File: src/logic/ispbc_map.svh
// Purpose: register offsets, field positions and reset values of the isp boot/protection block
// Assumes: AXI4-Lite byte addresses, one 32-bit word per register
// Notes:   definitions only
`ifndef ISPBC_MAP_SVH
`define ISPBC_MAP_SVH
// ==========================================================
// register offsets
`define ISPBC_OFF_CONTROL    12'h000
`define ISPBC_OFF_UNLOCK     12'h004
`define ISPBC_OFF_STATUS     12'h008
`define ISPBC_OFF_SECURITY   12'h00c
`define ISPBC_OFF_EVENT      12'h010
`define ISPBC_OFF_ACCESS     12'h014
// ==========================================================
// control fields
`define ISPBC_CTL_PROG_EN    0
`define ISPBC_CTL_LOADER_SEL 1
`define ISPBC_CTL_AUX_RAM    4
`define ISPBC_CTL_SW_RESET   7
`define ISPBC_CTL_WMASK      8'h13
`define ISPBC_CTL_RESET      8'h00
// ==========================================================
// unlock values
`define ISPBC_UNLOCK_FIRST   8'h87
`define ISPBC_UNLOCK_SECOND  8'h59
// ==========================================================
// security fields (one-time, erased value ones)
`define ISPBC_SEC_LOCK       0
`define ISPBC_SEC_TBL_INH    1
`define ISPBC_SEC_ENCRYPT    2
`define ISPBC_SEC_OSC_GAIN   7
`define ISPBC_SEC_ERASED     8'hff
`define ISPBC_SEC_ADDR       16'hffff
// ==========================================================
// event register fields
`define ISPBC_EVT_IDLE       0
`define ISPBC_EVT_WAKE       1
`define ISPBC_EVT_ERASE_ALL  2
// ==========================================================
// access register fields
`define ISPBC_ACC_ERASE      0
`define ISPBC_ACC_PROGRAM    1
`define ISPBC_ACC_TARGET     2
// ==========================================================
// axi responses
`define ISPBC_RESP_OKAY      2'b00
`define ISPBC_RESP_SLVERR    2'b10
`endif

File: src/logic/ispbc_pkg.sv
// Purpose: types of the isp boot/protection block
// Assumes: used with ispbc_map.svh
// Notes:   nothing is imported
package ispbc_pkg;
  typedef enum logic [1:0] {
    ISPBC_RUN,
    ISPBC_IDLE_ARMED,
    ISPBC_PROG
  } ispbc_mode_type;
  typedef struct packed {
    logic aux_ram_enable;
    logic loader_location_select;
    logic rom_program_enable;
    logic forced_loader_boot;
  } ispbc_ctl_type;
  typedef struct packed {
    logic lock_n;
    logic tbl_inhibit_n;
    logic encrypt_n;
    logic osc_gain_n;
  } ispbc_sec_type;
endpackage

File: src/logic/ispbc_core.sv
// Purpose: isp control, forced loader boot and security bits behind an AXI4-Lite slave
// Assumes: aclk 50 MHz, aresetn synchronous active low marks power-on reset
// Notes:   boot pins pass two flip-flops; all outputs registered
// Contract
// - control bit 4 enables the auxiliary RAM; zero disables it.
// - control bit 1 picks loader bank; set: loader in 4 KB, 32KB target.
// - with bit 0 set, programming mode entered only after idle then wake.
// - with bit 0 clear, flash is read-only; erase and program refused.
// - power-on reset without forced boot starts from application bank.
// - boot from loader when both boot pins low, or alternate pin low.
// - security register reachable only in programming mode at top loader address.
// - security bits cleared to zero return to one only by erase-all or by aresetn.
// - lock bit zero blocks access to rom and security register.
// - inhibit zero: table reads from external code reach only external memory.
// - table reads from internal code always reach internal and external memory.
// - inhibit one: no restriction on table reads.
// - encryption enabled encodes port 0 data; only chip erase or aresetn disables it.
// - oscillator gain bit zero halves oscillator amplifier gain.
// - unlock values in sequence make control writable; other value closes it.
// - bits 0, 1 and 7 set together cause a software reset.
`include "ispbc_map.svh"
`timescale 1ns/100ps
`default_nettype none
module ispbc_core (
  input  wire logic        aclk,
  input  wire logic        aresetn,
  input  wire logic [11:0] s_axi_awaddr,
  input  wire logic        s_axi_awvalid,
  output var  logic        s_axi_awready,
  input  wire logic [31:0] s_axi_wdata,
  input  wire logic [3:0]  s_axi_wstrb,
  input  wire logic        s_axi_wvalid,
  output var  logic        s_axi_wready,
  output var  logic [1:0]  s_axi_bresp,
  output var  logic        s_axi_bvalid,
  input  wire logic        s_axi_bready,
  input  wire logic [11:0] s_axi_araddr,
  input  wire logic        s_axi_arvalid,
  output var  logic        s_axi_arready,
  output var  logic [31:0] s_axi_rdata,
  output var  logic [1:0]  s_axi_rresp,
  output var  logic        s_axi_rvalid,
  input  wire logic        s_axi_rready,
  input  wire logic        boot_select_low,
  input  wire logic        boot_select_high,
  input  wire logic        boot_select_alt,
  input  wire logic        cpu_idle,
  input  wire logic        cpu_wake,
  input  wire logic        fetch_internal,
  output var  logic        aux_ram_enable,
  output var  logic        boot_from_loader,
  output var  logic        loader_bank_is_small,
  output var  logic        prog_mode,
  output var  logic        cpu_reset_req,
  output var  logic        table_read_internal_ok,
  output var  logic        port0_encrypt,
  output var  logic        osc_half_gain
);
  // ==========================================================
  // pin synchronisers
  logic [2:0] pin_meta_reg;
  logic [2:0] pin_sync_reg;
  always_ff @(posedge aclk) begin
    // no reset: the pin levels are settled when reset lets go and the boot latch reads them
    pin_meta_reg <= {boot_select_alt, boot_select_high, boot_select_low};
    pin_sync_reg <= pin_meta_reg;
  end
  // ==========================================================
  // state registers
  ispbc_pkg::ispbc_ctl_type  ctl_reg, ctl_next;
  ispbc_pkg::ispbc_mode_type mode_reg, mode_next;
  logic [7:0] sec_reg, sec_next;
  logic       unlk_first_reg, unlk_first_next;
  logic       unlk_open_reg, unlk_open_next;
  logic       boot_pend_reg, boot_pend_next;
  logic       swrst_reg, swrst_next;
  logic       aw_ok_reg, aw_ok_next;
  logic [11:0] aw_addr_reg, aw_addr_next;
  logic       w_ok_reg, w_ok_next;
  logic [31:0] w_data_reg, w_data_next;
  logic [3:0] w_strb_reg, w_strb_next;
  logic       bvalid_reg, bvalid_next;
  logic [1:0] bresp_reg, bresp_next;
  logic       rvalid_reg, rvalid_next;
  logic [31:0] rdata_reg, rdata_next;
  logic [1:0] rresp_reg, rresp_next;
  logic [1:0] acc_reg, acc_next;
  logic       wr_go;
  logic       rd_go;
  logic       sec_open;
  logic [7:0] wbyte;
  always_comb begin
    wr_go = aw_ok_reg && w_ok_reg && !bvalid_reg;
    rd_go = s_axi_arvalid && s_axi_arready;
    wbyte = w_data_reg[7:0];
    sec_open = (mode_reg == ispbc_pkg::ISPBC_PROG) && sec_reg[`ISPBC_SEC_LOCK];
    ctl_next = ctl_reg;
    mode_next = mode_reg;
    sec_next = sec_reg;
    unlk_first_next = unlk_first_reg;
    unlk_open_next = unlk_open_reg;
    boot_pend_next = 1'b0;
    swrst_next = 1'b0;
    acc_next = 2'h0;
    aw_ok_next = aw_ok_reg;
    aw_addr_next = aw_addr_reg;
    w_ok_next = w_ok_reg;
    w_data_next = w_data_reg;
    w_strb_next = w_strb_reg;
    bvalid_next = bvalid_reg && !s_axi_bready;
    bresp_next = bresp_reg;
    rvalid_next = rvalid_reg && !s_axi_rready;
    rdata_next = rdata_reg;
    rresp_next = rresp_reg;
    if (boot_pend_reg) begin
      ctl_next.forced_loader_boot = (!pin_sync_reg[0] && !pin_sync_reg[1]) || !pin_sync_reg[2];
    end
    case (mode_reg)
      ispbc_pkg::ISPBC_RUN: begin
        if (ctl_reg.rom_program_enable && cpu_idle) begin
          mode_next = ispbc_pkg::ISPBC_IDLE_ARMED;
        end
      end
      ispbc_pkg::ISPBC_IDLE_ARMED: begin
        if (!ctl_reg.rom_program_enable) begin
          mode_next = ispbc_pkg::ISPBC_RUN;
        end else if (cpu_wake) begin
          mode_next = ispbc_pkg::ISPBC_PROG;
        end
      end
      ispbc_pkg::ISPBC_PROG: begin
        if (!ctl_reg.rom_program_enable) begin
          mode_next = ispbc_pkg::ISPBC_RUN;
        end
      end
      default: mode_next = ispbc_pkg::ISPBC_RUN;
    endcase
    if (s_axi_awvalid && s_axi_awready) begin
      aw_ok_next = 1'b1;
      aw_addr_next = s_axi_awaddr;
    end
    if (s_axi_wvalid && s_axi_wready) begin
      w_ok_next = 1'b1;
      w_data_next = s_axi_wdata;
      w_strb_next = s_axi_wstrb;
    end
    if (wr_go) begin
      aw_ok_next = 1'b0;
      w_ok_next = 1'b0;
      bvalid_next = 1'b1;
      bresp_next = `ISPBC_RESP_OKAY;
      case (aw_addr_reg)
        `ISPBC_OFF_CONTROL: begin
          if (w_strb_reg[0] && unlk_open_reg) begin
            ctl_next.aux_ram_enable = wbyte[`ISPBC_CTL_AUX_RAM];
            ctl_next.loader_location_select = wbyte[`ISPBC_CTL_LOADER_SEL];
            ctl_next.rom_program_enable = wbyte[`ISPBC_CTL_PROG_EN];
            swrst_next = wbyte[`ISPBC_CTL_SW_RESET] && wbyte[`ISPBC_CTL_LOADER_SEL]
                         && wbyte[`ISPBC_CTL_PROG_EN];
          end
        end
        `ISPBC_OFF_UNLOCK: begin
          if (w_strb_reg[0]) begin
            unlk_first_next = (wbyte == `ISPBC_UNLOCK_FIRST);
            unlk_open_next = unlk_first_reg && (wbyte == `ISPBC_UNLOCK_SECOND);
          end
        end
        `ISPBC_OFF_SECURITY: begin
          if (!sec_open) begin
            bresp_next = `ISPBC_RESP_SLVERR;
          end else if (w_strb_reg[0]) begin
            sec_next = sec_reg & wbyte;
          end
        end
        `ISPBC_OFF_EVENT: begin
          if (w_strb_reg[0] && wbyte[`ISPBC_EVT_ERASE_ALL]) begin
            if (mode_reg == ispbc_pkg::ISPBC_PROG) begin
              sec_next = `ISPBC_SEC_ERASED;
            end else begin
              bresp_next = `ISPBC_RESP_SLVERR;
            end
          end
        end
        `ISPBC_OFF_ACCESS: begin
          if (w_strb_reg[0] && (mode_reg == ispbc_pkg::ISPBC_PROG) && sec_reg[`ISPBC_SEC_LOCK]) begin
            acc_next = wbyte[1:0];
          end else if (w_strb_reg[0] && (wbyte[1:0] != 2'h0)) begin
            bresp_next = `ISPBC_RESP_SLVERR;
          end
        end
        default: bresp_next = `ISPBC_RESP_SLVERR;
      endcase
    end
    if (rd_go) begin
      rvalid_next = 1'b1;
      rresp_next = `ISPBC_RESP_OKAY;
      rdata_next = 32'h0;
      case (s_axi_araddr)
        `ISPBC_OFF_CONTROL: begin
          rdata_next[`ISPBC_CTL_SW_RESET] = ctl_reg.forced_loader_boot;
          rdata_next[`ISPBC_CTL_AUX_RAM] = ctl_reg.aux_ram_enable;
          rdata_next[`ISPBC_CTL_LOADER_SEL] = ctl_reg.loader_location_select;
          rdata_next[`ISPBC_CTL_PROG_EN] = ctl_reg.rom_program_enable;
        end
        `ISPBC_OFF_UNLOCK: rdata_next[0] = unlk_open_reg;
        `ISPBC_OFF_STATUS: rdata_next[3:0] = {ctl_reg.forced_loader_boot, mode_reg == ispbc_pkg::ISPBC_PROG,
                                              mode_reg == ispbc_pkg::ISPBC_IDLE_ARMED, unlk_open_reg};
        `ISPBC_OFF_SECURITY: begin
          if (sec_open) begin
            rdata_next[7:0] = sec_reg;
          end else begin
            rresp_next = `ISPBC_RESP_SLVERR;
          end
        end
        `ISPBC_OFF_EVENT: rdata_next = 32'h0;
        `ISPBC_OFF_ACCESS: rdata_next[1:0] = acc_reg;
        default: rresp_next = `ISPBC_RESP_SLVERR;
      endcase
    end
  end
  // ==========================================================
  // registers
  always_ff @(posedge aclk) begin
    if (!aresetn || swrst_reg) begin
      ctl_reg <= '0;
      mode_reg <= ispbc_pkg::ISPBC_RUN;
      unlk_first_reg <= 1'b0;
      unlk_open_reg <= 1'b0;
      boot_pend_reg <= 1'b1;
      swrst_reg <= 1'b0;
      acc_reg <= 2'h0;
    end else begin
      ctl_reg <= ctl_next;
      mode_reg <= mode_next;
      unlk_first_reg <= unlk_first_next;
      unlk_open_reg <= unlk_open_next;
      boot_pend_reg <= boot_pend_next;
      swrst_reg <= swrst_next;
      acc_reg <= acc_next;
    end
  end
  always_ff @(posedge aclk) begin
    if (!aresetn) begin
      sec_reg <= `ISPBC_SEC_ERASED;
      aw_ok_reg <= 1'b0;
      aw_addr_reg <= 12'h0;
      w_ok_reg <= 1'b0;
      w_data_reg <= 32'h0;
      w_strb_reg <= 4'h0;
      bvalid_reg <= 1'b0;
      bresp_reg <= 2'h0;
      rvalid_reg <= 1'b0;
      rdata_reg <= 32'h0;
      rresp_reg <= 2'h0;
    end else begin
      sec_reg <= sec_next;
      aw_ok_reg <= aw_ok_next;
      aw_addr_reg <= aw_addr_next;
      w_ok_reg <= w_ok_next;
      w_data_reg <= w_data_next;
      w_strb_reg <= w_strb_next;
      bvalid_reg <= bvalid_next;
      bresp_reg <= bresp_next;
      rvalid_reg <= rvalid_next;
      rdata_reg <= rdata_next;
      rresp_reg <= rresp_next;
    end
  end
  // ==========================================================
  // registered outputs
  always_ff @(posedge aclk) begin
    if (!aresetn) begin
      s_axi_awready <= 1'b0;
      s_axi_wready <= 1'b0;
      s_axi_arready <= 1'b0;
      aux_ram_enable <= 1'b0;
      boot_from_loader <= 1'b0;
      loader_bank_is_small <= 1'b0;
      prog_mode <= 1'b0;
      cpu_reset_req <= 1'b0;
      table_read_internal_ok <= 1'b0;
      port0_encrypt <= 1'b0;
      osc_half_gain <= 1'b0;
    end else begin
      s_axi_awready <= !aw_ok_next;
      s_axi_wready <= !w_ok_next;
      s_axi_arready <= !rvalid_next;
      aux_ram_enable <= ctl_next.aux_ram_enable;
      boot_from_loader <= ctl_next.forced_loader_boot;
      loader_bank_is_small <= ctl_next.loader_location_select;
      prog_mode <= (mode_next == ispbc_pkg::ISPBC_PROG);
      cpu_reset_req <= swrst_next;
      table_read_internal_ok <= fetch_internal || sec_next[`ISPBC_SEC_TBL_INH];
      port0_encrypt <= !sec_next[`ISPBC_SEC_ENCRYPT];
      osc_half_gain <= !sec_next[`ISPBC_SEC_OSC_GAIN];
    end
  end
  assign s_axi_bvalid = bvalid_reg;
  assign s_axi_bresp = bresp_reg;
  assign s_axi_rvalid = rvalid_reg;
  assign s_axi_rdata = rdata_reg;
  assign s_axi_rresp = rresp_reg;
  // ==========================================================
  // assertions
  a_prog_needs_wake: assert property (@(posedge aclk) disable iff (!aresetn)
    $rose(prog_mode) |-> $past(mode_reg == ispbc_pkg::ISPBC_IDLE_ARMED))
    else $error("programming mode entered without idle wake");
  a_refuse_no_prog: assert property (@(posedge aclk) disable iff (!aresetn)
    (mode_reg != ispbc_pkg::ISPBC_PROG) |=> (acc_reg == 2'h0))
    else $error("flash access granted outside programming mode");
  a_sec_one_way: assert property (@(posedge aclk) disable iff (!aresetn)
    (aw_addr_reg != `ISPBC_OFF_EVENT) |=> ((sec_reg & ~$past(sec_reg)) == 8'h0) || $past(!wr_go))
    else $error("security bit returned to one without erase-all");
  a_lock_blocks: assert property (@(posedge aclk) disable iff (!aresetn)
    (!sec_reg[`ISPBC_SEC_LOCK] && rd_go && s_axi_araddr == `ISPBC_OFF_SECURITY)
    |=> (s_axi_rresp == `ISPBC_RESP_SLVERR))
    else $error("locked security register was readable");
  a_table_rule: assert property (@(posedge aclk) disable iff (!aresetn)
    (!sec_reg[`ISPBC_SEC_TBL_INH] && !fetch_internal) |=> (!table_read_internal_ok || sec_reg[`ISPBC_SEC_TBL_INH]))
    else $error("external table read reached internal code");
  a_table_internal: assert property (@(posedge aclk) disable iff (!aresetn)
    fetch_internal |=> table_read_internal_ok)
    else $error("internal table read blocked");
  a_sw_reset_fires: assert property (@(posedge aclk) disable iff (!aresetn)
    cpu_reset_req |=> (ctl_reg == '0) ##1 boot_pend_reg == 1'b0)
    else $error("software reset did not clear control");
  a_unlock_needed: assert property (@(posedge aclk) disable iff (!aresetn)
    (wr_go && aw_addr_reg == `ISPBC_OFF_CONTROL && !unlk_open_reg && !swrst_reg) |=> $stable(ctl_reg))
    else $error("control written while closed");
endmodule
`default_nettype wire

File: config.mk
export PLATFORM = sky130hd
export DESIGN_NAME = ispbc_core
export DESIGN_NICKNAME = d
export VERILOG_FILES = /design/src/logic/ispbc_pkg.sv /design/src/logic/ispbc_core.sv
export VERILOG_INCLUDE_DIRS = /design/src /design/src/logic
export SDC_FILE = /design/constraint.sdc
export NUM_CORES = 1
export LEC_CHECK = 0
export BUFFER_PORTS_ARGS = -buffer_cell sky130_fd_sc_hd__buf_4
export CAP_MARGIN = 10
export CORE_ASPECT_RATIO = 1.75
export CORE_MARGIN = 3
export CORE_UTILIZATION = 30
export DETAILED_ROUTE_END_ITERATION = 12
export PLACE_DENSITY = 0.62
export SLEW_MARGIN = 20
export SYNTH_ARGS = -nofsm -noshare
export SYNTH_HDL_FRONTEND = slang
export SYNTH_SLANG_ARGS = --single-unit
File: constraint.sdc
create_clock -name aclk -period 1.93 [get_ports aclk]
set_input_delay 0.386 -clock aclk [delete_from_list [all_inputs] [get_ports aclk]]
set_output_delay 0.386 -clock aclk [all_outputs]
set_load 0.05 [all_outputs]
# Yosys cells after proc, flatten, opt, wreduce, memory -nomap -nowiden
# Index checks and enable logic that the tools add are counted.
totals:
  ff_bits: 74
  input_bits: 73
  output_inout_bits: 49
  wordCells: 141
op_classes:
  n_eq_ne: 18
  mux: 39
  bitwise: 4
  reduce_logical: 45
op_table:
  columns: ["operator", "n"]
  rows:
  - ["$eq 12x5->1 const B", 4]
  - ["$mux 8", 6]
  - ["$eq 12x4->1 const B", 3]
  - ["$eq 12x3->1 const B", 2]
  - ["$logic_not 12->1", 2]
  - ["$mux 2", 10]
  - ["$logic_and 1x1->1", 18]
  - ["$pmux 8 s2", 1]
  - ["$logic_not 1->1", 12]
  - ["$mux 1", 11]
  - ["$mux 3", 3]
  - ["$and 8x8->8", 1]
  - ["$eq 8x7->1 const B", 1]
  - ["$eq 8x8->1 const B", 1]
  - ["$ne 2x2->1 const B", 4]
  - ["$pmux 1 s4", 2]
  - ["$pmux 2 s2", 2]
  - ["$pmux 2 s4", 1]
  - ["$pmux 2 s3", 1]
  - ["$reduce_and 3->1", 2]
  - ["$reduce_and 6->1", 1]
  - ["$reduce_or 5->1", 1]
  - ["$eq 2x2->1 const B", 2]
  - ["$pmux 1 s2", 2]
  - ["7 further kinds", 13]

# Logic depth before layout (Yosys ltp)
depth:
  word_depth: 6
  ltp_mapped: 6
  mapped_depth_nobuf: 5

# Worst setup path after synthesis
# No wires, ideal clock.
synth_timing:
  path_type: "register -> register"
  startpoint: "register bvalid_reg (netlist: s_axi_bvalid)"
  endpoint: "register sec_reg[3]"
  setup_time_ns: 0.144
  arrival_time_ns: 1.758
  required_time_ns: 1.786
  setup_slack_ns: 0.028
  stages_incl_launch_ff: 7
  path_buffers: 2
  period_less_slack_ns: 1.902
  path_cell_list: "dfxtp_1 -> and3b_1 -> clkbuf_1 -> and4_1 -> buf_2 -> a21oi_1 -> o221ai_1"
synth_via:
  elab_chain_len: 3
synth_rtl:
  columns: ["element", "line_no", "source"]
  rows:
  - ["start: declaration", "ispbc_core.sv:82", "logic bvalid_reg, bvalid_next;"]
  - ["start signal: assignment", "ispbc_core.sv:262", "bvalid_reg <= bvalid_next;"]
  - ["$logic_not 1->1", "ispbc_core.sv:93", "wr_go = aw_ok_reg && w_ok_reg && !bvalid_reg;"]
  - ["$logic_and 1x1->1", "ispbc_core.sv:93", null]
  - ["$reduce_and 6->1 (no source line)", null, null]
  - ["end signal: assignment", "ispbc_core.sv:244", "sec_reg <= `ISPBC_SEC_ERASED;"]
  - ["end signal: assignment", "ispbc_core.sv:256", "sec_reg <= sec_next;"]
  - ["end: declaration", "ispbc_core.sv:72", "logic [7:0] sec_reg, sec_next;"]
# Every way passes these cells.
# A chain may end at the register's enable or synchronous reset.

# Final worst setup path
layout_timing:
  startpoint: "register aw_addr_reg[11]"
  endpoint: "register sec_reg[0]"
layout_via:
  elab_chain_len: 3
  word_cells_on_any_way: 9
  cone_classes: "eq/ne (6); mux (1); reduce/logical (2)"
layout_rtl:
  columns: ["element", "line_no", "source"]
  rows:
  - ["start: declaration", "ispbc_core.sv:78", "logic [11:0] aw_addr_reg, aw_addr_next;"]
  - ["start signal: assignment", "ispbc_core.sv:258", "aw_addr_reg <= aw_addr_next;"]
  - ["$eq 12x5->1 or $eq 12x4->1 (tied branches)", "ispbc_core.sv:152", "case (aw_addr_reg)"]
  - ["$ne 2x2->1 (no source line) or $reduce_bool 2->1 (tied branches)", null, null]
  - ["$reduce_and 6->1 (no source line)", null, null]
# Several ways; a longest one is shown, not always the timed one.

==> results.sh <==
export IMPL_hold_class="primary input to flop"
export IMPL_fin_skew_ps=4.02
export IMPL_grt_pass1_vias=2763
export IMPL_ant_nets=0
export IMPL_grt_use_met1_pct=13.8
export IMPL_post_cts_buffers=0
export IMPL_numClockSinks=72
export IMPL_cts_tree="done"
export IMPL_area_growth_pct=28.8
export IMPL_clk_path_buf_depth=2
export IMPL_final_max_slew_viol_count=0
export IMPL_syn_inst=365
export IMPL_clk_pin_slew_ps=50
export IMPL_die_h_um=140
export IMPL_max_freq_mhz=562
export IMPL_status="complete, no violations"
export IMPL_port_buffers=68
export IMPL_critical_path_max_stage_delay_ps=500
export IMPL_dp_hpwl_um=6110
export IMPL_maxCapViolCount=0
export IMPL_synth_ff_type="dfxtp_1"
export IMPL_cts_hold_buf=0
export IMPL_final_cell_mix="buf_4 (83), dfxtp_1 (72), nand2_1 (64)"
export IMPL_syn_avg_cell_area_um2=8.41
export IMPL_gp_congestion=0.857
export IMPL_numCtsBuffers=9
export IMPL_wl_per_cell_um=13.6
export IMPL_ioPinCount=122
export IMPL_finalSetupViolations=0
export IMPL_first_iter_violations=101
export IMPL_vdd_drop_max_mv=0.509
export IMPL_setup_ws_ps=150
export IMPL_start_kind="flop"
export IMPL_grt_use_met2_pct=25.2
export IMPL_crit_path_end_kind="flop"
export IMPL_antennaDiodeCount=0
export IMPL_grt_max_degree=37
export IMPL_die_w_um=82.5
export IMPL_busiest_layer="met2"
export IMPL_finalWirelength_um=7730
export IMPL_place_ws_ps=40.0
export IMPL_row_count=48
export IMPL_groute_layer_met3_usage_pct=3.17
export IMPL_crit_chain="nor4_2, nand3_1, a2111oi_1, a21oi_1"
export IMPL_rsz0062_at_grt="false"
export IMPL_cp_required_ps=2130
export IMPL_drt_first_pass_iters=4
export IMPL_viasPerCell=4.83
export IMPL_fin_crit_sh_pct=92.2
export IMPL_clkLatencyLatePin_ps=330
export IMPL_coreArea_um2=9910
export IMPL_h_tree_depth=3
export IMPL_fin_tns_setup_ps=0
export IMPL_synth_top_area_cell="dfxtp_1"
export IMPL_layout_commonest_cell="buf_4"
export IMPL_ys_seq_area_share_pct=46.9
export IMPL_crit_slowest_cell="a2111oi_1"
export IMPL_gr_usage_all_layers_pct=14.0
export IMPL_crit_fanout=8
export IMPL_largest_register_ffs=12
export IMPL_multi_input_area_um2=1420
export IMPL_cp_arrival_ps=1980
export IMPL_regArea_um2=1440
export IMPL_cp_top_family="simple AND/OR/NAND/NOR gates"
export IMPL_drive_gt1_share_pct=23.4
export IMPL_synth_top_area_share_pct=46.9
export IMPL_die_area_um2=11500
export IMPL_fillers=1047
export IMPL_overflow=0
export IMPL_synth_area_um2=3070
export IMPL_grt_pass1_wl_um=12400
export IMPL_hold_viol=0
export IMPL_synthTopCellsByArea="dfxtp_1 (47%), nand2_1 (7.8%), a21oi_1 (7.5%)"
export IMPL_cts_resized=0
export IMPL_fin_nets=515
export IMPL_p_leak_uw=0.00163
export IMPL_power_density_nw_per_um2=892
export IMPL_critPathBufInv=0
export IMPL_synth_edf_count=0
export IMPL_synthDistinctLibCells=50
export IMPL_num_vias=2753
export IMPL_start_util_pct=31.0
export IMPL_antenna_found_initial=0
export IMPL_timing_final_crit_period_ps=1780
export IMPL_crit_type="flop to flop"
export IMPL_drc_errors=0
export IMPL_synth_seq_cells=72
export IMPL_synthArstFlopShare_pct=0
export IMPL_cts_root_buf="clkbuf_16"
export IMPL_ys_warn_count=0
## per-layer routing
metal  wire, µm  share of wire [%]  vias to the layer above
li1           -                  -                     1371
met1       2730                 35                     1263
met2       4190                 54                       98
met3        505                6.5                       21
met4        301                3.9                        0
met5          0                  0                        -
## power breakdown
group          switching [µW]  total, µW  leakage (µW)  internal [µW]
Combinational             299        440      0.000903            141
Clock                     552       1510      0.000135            961
Sequential               35.9       1570      0.000588           1540
Total                     886       3530       0.00163           2640
## per-stage QoR
stage               power, µW  cells  area [µm²]  utilization (%)  hold slack [ps]
global placement         2040    556        3680             37.1              313
finish                   3530    570        3960             39.9              161
global route             3660    570        3960             39.9              151
floorplan                1930    390        3160                -              310
detailed placement       2050    556        3680             37.1              313
CTS                      3560    570        3950             39.9              153
## area by class of cell
class,count,share of cell area [%]
multi-input combinational,266,36.0
sequential,72,36.4
inverter,10,0.949
clock buffer,14,6.93
timing repair buffer,83,15.8
tap,125,3.95
## cells in the mapped netlist (2+ instances only)
| library cell | n |
|---|---|
| or4_4 | 2 |
| o21ai_1 | 5 |
| inv_2 | 2 |
| nor2_1 | 21 |
| nand3b_1 | 4 |
| and3_1 | 2 |
| nand2b_1 | 6 |
| o21a_1 | 2 |
| o2bb2ai_1 | 2 |
| o221ai_1 | 4 |
| nand3_1 | 6 |
| inv_1 | 8 |
| nor2b_1 | 6 |
| dfxtp_1 | 72 |
| o31ai_1 | 2 |
| a21oi_1 | 46 |
| a31oi_1 | 3 |
| o21ai_0 | 8 |
| a211oi_1 | 2 |
| nor3_1 | 7 |
| nand2_1 | 64 |
| clkbuf_1 | 13 |
| buf_4 | 26 |
| nor4_1 | 6 |
| mux2i_1 | 3 |
| nand4_1 | 10 |
| and2_1 | 7 |
| and3b_1 | 2 |
| nand4b_1 | 3 |
## kinds of logic after synthesis
kind of cell / after synthesis / synth area share, %
multiplexers: 3 / 0.978
AO/OA/AOI/OAI: 80 / 15.2
buffers and inverters: 52 / 9.82
XOR/XNOR: 1 / 0.285
other: 1 / 0.122
AND/OR/NAND/NOR: 156 / 26.7
flip-flops: 72 / 46.9
## worst register-to-register path, delay by kind of cell (launching register included)
| family | cells | cell delay (ps) |
|---|---|---|
| simple gates | 2 | 770 |
| compound gates | 2 | 570 |
| flops | 1 | 320 |
## worst paths after layout
| check | slack (ps) | startpoint | depth (start not counted) | end |
|---|---|---|---|---|
| setup / recovery | 150 | aw_addr_reg[11] | 4 | sec_reg[0] |
| hold reg to reg | 320 | pin_meta_reg[0] | 0 | pin_sync_reg[0] |
| setup reg to reg | 150 | aw_addr_reg[11] | 4 | sec_reg[0] |
| hold / removal | 160 | boot_select_low | 1 | pin_meta_reg[0] |
Note: power is estimated with default switching activity, not from simulation.
